===== src/rtl/dduc_map.svh =====
// Register addresses, field positions and reset values for the converter pair
`ifndef DDUC_MAP_SVH
`define DDUC_MAP_SVH

`define DDUC_ADDR_W         8
`define DDUC_PAGE_W         8
`define DDUC_ADDR_C0_HIGH   8'hD3
`define DDUC_ADDR_C0_LOW    8'hD2
`define DDUC_ADDR_C0_CTRL   8'hD4
`define DDUC_ADDR_C1_HIGH   8'hD3
`define DDUC_ADDR_C1_LOW    8'hD2
`define DDUC_ADDR_C1_CTRL   8'hD4
`define DDUC_PAGE_C0        8'h00
`define DDUC_PAGE_C1        8'h01
`define DDUC_CTRL_EN_BIT    7
`define DDUC_CTRL_SRC_HI    4
`define DDUC_CTRL_SRC_LO    3
`define DDUC_CTRL_FMT_HI    2
`define DDUC_CTRL_FMT_LO    0
`define DDUC_CTRL_WMASK     8'h9F
`define DDUC_RESET_BYTE     8'h00
`define DDUC_RESET_CODE     12'h000

`endif


===== src/rtl/dduc_pkg.sv =====
// Types shared by the converter update control files
package dduc_pkg;

   typedef enum logic [1:0] {
      DDUC_SRC_WRITE,
      DDUC_SRC_TMR3,
      DDUC_SRC_TMR4,
      DDUC_SRC_TMR2
   } dduc_src_t;

   typedef struct packed {
      logic       enable;
      logic [1:0] unused;
      dduc_src_t  source;
      logic [2:0] format;
   } dduc_ctrl_t;

   typedef struct packed {
      logic [7:0] high;
      logic [7:0] low;
   } dduc_data_t;

   typedef struct packed {
      logic tmr2;
      logic tmr3;
      logic tmr4;
   } dduc_tick_t;

endpackage


===== src/rtl/dduc_channel.sv =====
// One converter channel: justification, update selection and input latch
`timescale 1ns/10ps
`include "dduc_map.svh"

module dduc_channel (
   input  wire logic               clk,
   input  wire logic               rst,
   input  wire dduc_pkg::dduc_ctrl_t ctrl,
   input  wire dduc_pkg::dduc_data_t data,
   input  wire logic               high_wr,
   input  wire dduc_pkg::dduc_tick_t tick,
   output logic [11:0]             code_reg,
   output logic                    enable_reg
);
   import dduc_pkg::*;

   logic [11:0] code_next;
   logic        load;
   logic        ovf;

   function automatic logic [11:0] justify(input logic [2:0] fmt,
                                           input dduc_data_t d);
      logic [11:0] w;
      w = {d.high[3:0], d.low};
      case (fmt)
         3'h1:    w = {d.high[4:0], d.low[7:1]};
         3'h2:    w = {d.high[5:0], d.low[7:2]};
         3'h3:    w = {d.high[6:0], d.low[7:3]};
         3'h0:    w = {d.high[3:0], d.low};
         default: w = {d.high, d.low[7:4]};
      endcase
      return w;
   endfunction

   always_comb begin
      case (ctrl.source)
         DDUC_SRC_WRITE: ovf = 1'b0;
         DDUC_SRC_TMR3:  ovf = tick.tmr3;
         DDUC_SRC_TMR4:  ovf = tick.tmr4;
         DDUC_SRC_TMR2:  ovf = tick.tmr2;
         default:        ovf = 1'b0;
      endcase
   end

   // Write mode latches only on a high-byte write; low writes wait
   assign load = (ctrl.source == DDUC_SRC_WRITE) ? high_wr
                                                 : ovf;
   // The high write lands in data this same edge, so the code is taken
   // one cycle later from the stored bytes; high_wr is delayed by caller
   assign code_next = justify(ctrl.format, data);

   always_ff @(posedge clk or posedge rst) begin
      if (rst) begin
         code_reg <= `DDUC_RESET_CODE;
      end else if (load) begin
         code_reg <= code_next;
      end
   end

   always_ff @(posedge clk or posedge rst) begin
      if (rst) begin
         enable_reg <= 1'b0;
      end else begin
         enable_reg <= ctrl.enable;
      end
   end

endmodule


===== src/rtl/dduc_top.sv =====
// Register file and update control for two 12-bit converter channels
`timescale 1ns/10ps
`include "dduc_map.svh"

// Functional notes
// - Control bit 7 low shuts the channel down; high makes the output active.
// - Control bits 6 and 5 read zero and ignore writes.
// - Update source 00 latches the word on a high-byte write.
// - Sources 01, 10, 11 latch on timer 3, timer 4, timer 2 overflow.
// - Format 000: high bits 3..0 on top, whole low byte below.
// - Format 001: high bits 4..0 on top, low bits 7..1 below.
// - Format 010: high bits 5..0 on top, low bits 7..2 below.
// - Format 011: high bits 6..0 on top, low bits 7..3 below.
// - Format 1xx: whole high byte on top, low bits 7..4 below.
// - Channel 0 low byte is an eight-bit read/write register.
// - Channel 1 high byte is read/write at D3 page 1, reset zero.
// - Channel 1 low byte is read/write at D2 page 1, reset zero.
// - Channel 1 uses the same justification encoding as channel 0.
// - Channel 0 control decodes at D4 on page 0; channel 1 data on page 1.
// - In write mode a low-byte write waits for the next high-byte write.
// - In timer modes both bytes wait until the selected overflow.
module dduc_top (
   input  wire logic                     clk,
   input  wire logic                     rst,
   input  wire logic [`DDUC_PAGE_W-1:0]  sfr_page,
   input  wire logic [`DDUC_ADDR_W-1:0]  sfr_addr,
   input  wire logic                     sfr_wr,
   input  wire logic                     sfr_rd,
   input  wire logic [7:0]               sfr_wdata,
   input  wire logic                     tmr2_ovf,
   input  wire logic                     tmr3_ovf,
   input  wire logic                     tmr4_ovf,
   output logic [7:0]                    sfr_rdata_reg,
   output logic                          sfr_hit_reg,
   output logic [11:0]                   conv0_code,
   output logic [11:0]                   conv1_code,
   output logic                          conv0_enable,
   output logic                          conv1_enable
);
   import dduc_pkg::*;

   dduc_ctrl_t conv0_control_reg;
   dduc_ctrl_t conv1_control_reg;
   dduc_data_t conv0_data_reg;
   dduc_data_t conv1_data_reg;
   logic       conv0_high_wr_reg;
   logic       conv1_high_wr_reg;
   dduc_tick_t tick;
   logic       pg0;
   logic       pg1;
   logic [7:0] rdata_next;
   logic       hit_next;

   function automatic logic sel(input logic pg,
                                input logic [`DDUC_ADDR_W-1:0] a,
                                input logic [`DDUC_ADDR_W-1:0] want);
      return pg && (a == want);
   endfunction

   function automatic dduc_ctrl_t ctrl_wr(input logic [7:0] w);
      return dduc_ctrl_t'(w & `DDUC_CTRL_WMASK);
   endfunction

   assign pg0  = (sfr_page == `DDUC_PAGE_C0);
   assign pg1  = (sfr_page == `DDUC_PAGE_C1);
   // Overflows come from timers on this clock, one cycle wide each
   assign tick = '{tmr2: tmr2_ovf, tmr3: tmr3_ovf, tmr4: tmr4_ovf};

   // Channel 0 registers
   always_ff @(posedge clk or posedge rst) begin
      if (rst) begin
         conv0_control_reg <= dduc_ctrl_t'(`DDUC_RESET_BYTE);
         conv0_data_reg    <= dduc_data_t'({`DDUC_RESET_BYTE,
                                            `DDUC_RESET_BYTE});
      end else if (sfr_wr) begin
         if (sel(pg0, sfr_addr, `DDUC_ADDR_C0_CTRL)) begin
            conv0_control_reg <= ctrl_wr(sfr_wdata);
         end
         if (sel(pg0, sfr_addr, `DDUC_ADDR_C0_LOW)) begin
            conv0_data_reg.low <= sfr_wdata;
         end
         if (sel(pg0, sfr_addr, `DDUC_ADDR_C0_HIGH)) begin
            conv0_data_reg.high <= sfr_wdata;
         end
      end
   end

   // Channel 1 registers
   always_ff @(posedge clk or posedge rst) begin
      if (rst) begin
         conv1_control_reg <= dduc_ctrl_t'(`DDUC_RESET_BYTE);
         conv1_data_reg    <= dduc_data_t'({`DDUC_RESET_BYTE,
                                            `DDUC_RESET_BYTE});
      end else if (sfr_wr) begin
         if (sel(pg1, sfr_addr, `DDUC_ADDR_C1_CTRL)) begin
            conv1_control_reg <= ctrl_wr(sfr_wdata);
         end
         if (sel(pg1, sfr_addr, `DDUC_ADDR_C1_LOW)) begin
            conv1_data_reg.low <= sfr_wdata;
         end
         if (sel(pg1, sfr_addr, `DDUC_ADDR_C1_HIGH)) begin
            conv1_data_reg.high <= sfr_wdata;
         end
      end
   end

   // High-byte write strobes, delayed one cycle so the channel sees the
   // stored byte; a timer load in between would use the same bytes anyway
   always_ff @(posedge clk or posedge rst) begin
      if (rst) begin
         conv0_high_wr_reg <= 1'b0;
         conv1_high_wr_reg <= 1'b0;
      end else begin
         conv0_high_wr_reg <= sfr_wr &&
            sel(pg0, sfr_addr, `DDUC_ADDR_C0_HIGH);
         conv1_high_wr_reg <= sfr_wr &&
            sel(pg1, sfr_addr, `DDUC_ADDR_C1_HIGH);
      end
   end

   always_comb begin
      rdata_next = `DDUC_RESET_BYTE;
      hit_next   = 1'b1;
      if (sel(pg0, sfr_addr, `DDUC_ADDR_C0_CTRL)) begin
         rdata_next = conv0_control_reg & `DDUC_CTRL_WMASK;
      end else if (sel(pg0, sfr_addr, `DDUC_ADDR_C0_LOW)) begin
         rdata_next = conv0_data_reg.low;
      end else if (sel(pg0, sfr_addr, `DDUC_ADDR_C0_HIGH)) begin
         rdata_next = conv0_data_reg.high;
      end else if (sel(pg1, sfr_addr, `DDUC_ADDR_C1_CTRL)) begin
         rdata_next = conv1_control_reg & `DDUC_CTRL_WMASK;
      end else if (sel(pg1, sfr_addr, `DDUC_ADDR_C1_LOW)) begin
         rdata_next = conv1_data_reg.low;
      end else if (sel(pg1, sfr_addr, `DDUC_ADDR_C1_HIGH)) begin
         rdata_next = conv1_data_reg.high;
      end else begin
         hit_next = 1'b0;
      end
   end

   // Read data is registered; unmapped addresses read zero with no hit
   always_ff @(posedge clk or posedge rst) begin
      if (rst) begin
         sfr_rdata_reg <= `DDUC_RESET_BYTE;
         sfr_hit_reg   <= 1'b0;
      end else if (sfr_rd) begin
         sfr_rdata_reg <= rdata_next;
         sfr_hit_reg   <= hit_next;
      end else begin
         sfr_hit_reg   <= 1'b0;
      end
   end

   dduc_channel u_conv0 (
      .clk        (clk),
      .rst        (rst),
      .ctrl       (conv0_control_reg),
      .data       (conv0_data_reg),
      .high_wr    (conv0_high_wr_reg),
      .tick       (tick),
      .code_reg   (conv0_code),
      .enable_reg (conv0_enable)
   );

   dduc_channel u_conv1 (
      .clk        (clk),
      .rst        (rst),
      .ctrl       (conv1_control_reg),
      .data       (conv1_data_reg),
      .high_wr    (conv1_high_wr_reg),
      .tick       (tick),
      .code_reg   (conv1_code),
      .enable_reg (conv1_enable)
   );

endmodule


===== config.mk =====
export PLATFORM = sky130hd
export DESIGN_NAME = dduc_top
export DESIGN_NICKNAME = d
export VERILOG_FILES = /design/src/rtl/dduc_pkg.sv /design/src/rtl/dduc_channel.sv /design/src/rtl/dduc_top.sv
export VERILOG_INCLUDE_DIRS = /design/src /design/src/rtl
export SDC_FILE = /design/constraint.sdc
export NUM_CORES = 1
export LEC_CHECK = 0
export ABC_AREA = 1
export BUFFER_PORTS_ARGS = -buffer_cell sky130_fd_sc_hd__buf_2
export CAP_MARGIN = 15
export CORE_MARGIN = 2
export CORE_UTILIZATION = 53
export DETAILED_ROUTE_END_ITERATION = 10
export PLACE_DENSITY = 0.81
export SLEW_MARGIN = 5
export SYNTH_ARGS = -nofsm -noshare
export SYNTH_HDL_FRONTEND = slang
export SYNTH_HIERARCHICAL = 1
export SYNTH_SLANG_ARGS = --single-unit

===== constraint.sdc =====
create_clock -name clk -period 2 [get_ports clk]
set_input_delay 0.6 -clock clk [delete_from_list [all_inputs] [get_ports clk]]
set_output_delay 0.6 -clock clk [all_outputs]
set_load 0.005 [all_outputs]

======== Word-level counts from Yosys, hierarchy flattened ========
Index checks and enable logic that the tools add are counted.
Widths: inputs -> output; s select.
storage, ports and cells
  logic and storage cells ................. 72
  output and inout port bits .............. 35
  register bits after elaboration ......... 81
operators by class
  reductions and logical operators ........ 19
  muxes and demuxes ....................... 19
  equal/unequal tests ..................... 16
operators by type and width
  cell                number
  $pmux 12 s4         2
  $mux 8              6
  $eq 8x8->1 const B  3
  $eq 3x2->1 const B  4
  $reduce_and 2->1    6
  $mux 1              9
  $eq 2x2->1 const B  4
  $eq 8x1->1 const B  1
  $logic_and 1x1->1   8
  $logic_not 8->1     1
  $eq 3x1->1 const B  2
  $logic_not 3->1     2
  $pmux 1 s3          2
  $eq 2x1->1 const B  2
  $logic_not 2->1     2

======== Logic depth before layout (Yosys ltp) ========
  depth in word-level cells ............... 9
  mapped depth ............................ 12

======== Cells and area by module ========
The synthesis kept the hierarchy.
by module, submodules not included
  module        seq. area each (µm²)  area each (µm²)  times used  cells each
  dduc_top      1,376.3               2,791.4          1           333
  dduc_channel  325.3                 1,089.8          2           171

======== Worst setup path after synthesis ========
No wires, ideal clock.
  path kind ............................... input -> register
  start point ............................. input sfr_addr[3]
  end point ............................... register conv1_data_reg[13] (netlist bit)
  arrival time ............................ 1.572 ns
  required time ........................... 1.872 ns
  cell stages on the path ................. 6
  slack ................................... 0.300 ns
  path buffers ............................ 0
  path through ............................ nor2_1 -> nand2_1 -> nor2_4 -> nand2_4 -> nor2_4 -> mux2_1
on the way
  cells in the longest elaborated chain, start to end .. 3
RTL lines
  item                               line            RTL
  from (decl)                        dduc_top.sv:26  input wire logic [`DDUC_ADDR_W-1:0] sfr_addr,
  $eq 8x8->1                         dduc_top.sv:57  return pg && (a == want);
  $logic_and 1x1->1                  dduc_top.sv:57
  $reduce_and 2->1 (no source line)  --
  to (signal assigned)               dduc_top.sv:92  conv1_data_reg <= dduc_data_t'({`DDUC_RESET_BYTE,
  to (decl)                          dduc_top.sv:45  dduc_data_t conv1_data_reg;
Every way passes these cells.
A chain may end at the register's enable or synchronous reset.

======== Worst setup path after layout ========
  start point ............................. register conv0_control_reg[0] (netlist bit)
  end point ............................... register u_conv0.code_reg[1]
on the way
  cells in the longest elaborated chain, start to end .. 2
RTL lines
  item                                line                RTL
  from (decl)                         dduc_top.sv:42      dduc_ctrl_t conv0_control_reg;
  from (signal assigned)              dduc_top.sv:72      conv0_control_reg <= dduc_ctrl_t'(`DDUC_RESET_BYTE);
  from (signal assigned)              dduc_top.sv:77      conv0_control_reg <= ctrl_wr(sfr_wdata);
  $eq 3x2->1 (tied with other cells)  dduc_channel.sv:25  case (fmt)
  $pmux 12 s4 *                       dduc_channel.sv:25
  to (signal assigned)                dduc_channel.sv:54  code_reg <= `DDUC_RESET_CODE;
  to (signal assigned)                dduc_channel.sv:56  code_reg <= code_next;
  to (decl)                           dduc_channel.sv:12  output logic [11:0] code_reg,
Mark *: on every way between the ends. The rest lies on a longest branch, timed or not.

==> flow_summary.json <==
{
  "rsz0062_at_grt": "no",
  "crit_family": "flip-flops",
  "core_sq_um": 9150,
  "clkPwrFrac_pct": 43.5,
  "grt_pass1_vias": 4391,
  "setup_violations": 0,
  "path_class": "register to register",
  "peakVddDrop_uv": 381,
  "cts_buffers": 9,
  "grt_max_degree": 56,
  "area_growth_pct": 10.0,
  "antenna_found_initial": 0,
  "place_ws_ns": 0.00233,
  "grt_pass1_wl_mm": 21.4,
  "worst_path_largest_cell_delay_ns": 0.75,
  "cts_tree": "done",
  "cts_buffer_depth": 2,
  "wl_mm": 13.2,
  "worst-path-buf-inv": 1,
  "finalSetupTns_ns": 0,
  "overflow": 0,
  "relSlewSlack_pct": 57.4,
  "clkTransAtPathRegs_ns": 0.08,
  "maxCapViolCount": 0,
  "dieArea_sq_um": 10200,
  "worst_slack_ns": 0.327,
  "pin_count": 66,
  "cp_common_cell": "nand2_1",
  "pwr-share-seq_pct": 52.1,
  "synthesis.area_sq_um": 4970,
  "antennaDiodeCount": 0,
  "post-dp-hpwl_mm": 9.55,
  "rows": 35,
  "layout.cells.most_common_list": "nand2_1 (159), dfrtp_1 (81), nor2_1 (74)",
  "crit_path_cell_trace": "inv_1 > nand2_1 > o21ai_0 > o21ai_1 > nand2_1",
  "numPortBuffers": 65,
  "clock-sinks": 81,
  "fmax_ghz": 0.598,
  "grt_util_all_layers_pct": 27.0,
  "skew_ns": 0.0119,
  "status": "complete, no violations",
  "vias_per_cell": 5.74,
  "wl_per_cell_um": 15.8,
  "power_switching_mw": 0.672,
  "switching_share_pct": 21.3,
  "start_util_pct": 54.3,
  "drt_iter0_markers": 420,
  "die_w_um": 101,
  "drv_slew": 0,
  "end_kind": "register",
  "cts_hold_buf": 0,
  "power.leakage_nw": 3.07,
  "slowest_stage": "dfrtp_1",
  "die_height_um": 101,
  "avgSynthCellArea_sq_um": 7.37,
  "drtAntennaViolNets": 0,
  "finalCritPeriodShare_pct": 83.6,
  "whs_ns": 0.266,
  "critPathMaxFanout": 18,
  "final_core_util_pct": 59.7,
  "vias": 4797,
  "h-tree-depth": 3,
  "post_cts_resized": 0,
  "final_common_cell": "nand2_1",
  "gp_congestion": 0.896,
  "clock_tree.root_cell": "clkbuf_8",
  "postSynthCellCount": 674,
  "insertion_delay_ns": 0.36,
  "powerDensity_nw_per_um2": 577,
  "p_int_mw": 2.48,
  "period_minus_slack_ns": 1.67,
  "tightest_slew_ns": 0.638,
  "required_ns": 2.24,
  "drive_gt1_share_pct": 17.0,
  "hold_violations": 0,
  "p_total_mw": 3.15,
  "worstHoldPathType": "input pin to asynchronous set/reset pin",
  "route.detailed.drc": 0,
  "first_pass_iters": 6,
  "syn_nets": 705,
  "synth-warning-count": 6,
  "finalNetCount": 752,
  "post_cts_buffers": 0,
  "crit_arrival_ns": 1.91,
  "combPwrFrac_pct": 4.4,
  "start_kind": "register"
}
==> metrics by stage <==
step / instances / cell area [sq um]
after floorplan: 674 / 4970
after global placement: 821 / 5240
after detailed placement: 821 / 5240
after CTS: 836 / 5460
after global routing: 836 / 5460
final: 836 / 5460
==> power by group through the flow <==
stage               Sequential, mW  Combinational (mW)  Clock (mW)
global route                  1.64               0.156        1.46
finish                        1.64               0.139        1.37
floorplan                     1.67              0.0672           0
CTS                           1.64               0.140        1.38
detailed placement            1.67               0.140           0
global placement              1.67               0.137           0
==> final timing paths <==
kind                            slack [ns]                  from  cells after the start                  end
worst max-delay path                  0.33  conv0_control_reg[0]                      5  u_conv0/code_reg[1]
worst min-delay path                  0.27                   rst                      2  u_conv1/code_reg[8]
worst max register to register        0.33  conv0_control_reg[0]                      5  u_conv0/code_reg[1]
worst min register to register        0.46  conv0_control_reg[7]                      0   u_conv0/enable_reg
max in group asynchronous             1.39                   rst                      2  u_conv0/code_reg[4]
min in group clk                      0.46  conv0_control_reg[7]                      0   u_conv0/enable_reg
==> worst reg2reg max path, cell delays in order, from the launching register on <==
cell and delay (ns):
dfrtp_1 0.75, inv_1 0.10, nand2_1 0.23, o21ai_0 0.14
o21ai_1 0.26, nand2_1 0.07
==> layout make-up <==
class | instances | area (sq um)
Inverter | 72 | 270
Fill cell | 827 | 3690
Timing Repair Buffer | 73 | 398
Sequential cell | 81 | 2030
Clock buffer | 13 | 169
Tap cell | 111 | 139
Clock inverter | 2 | 60.1
Multi-Input combinational cell | 484 | 2400
==> routing by layer <==
| metal | up-vias | routed length [um] | GRT usage, % |
|---|---|---|---|
| li1 | 2305 | - | - |
| met1 | 2216 | 5970 | 39.9 |
| met2 | 256 | 5830 | 40.3 |
| met3 | 20 | 1190 | 4.51 |
| met4 | 0 | 197 | 9.27 |
| met5 | - | 0 | 0 |
No activity file was read; power rests on OpenSTA's default activity.
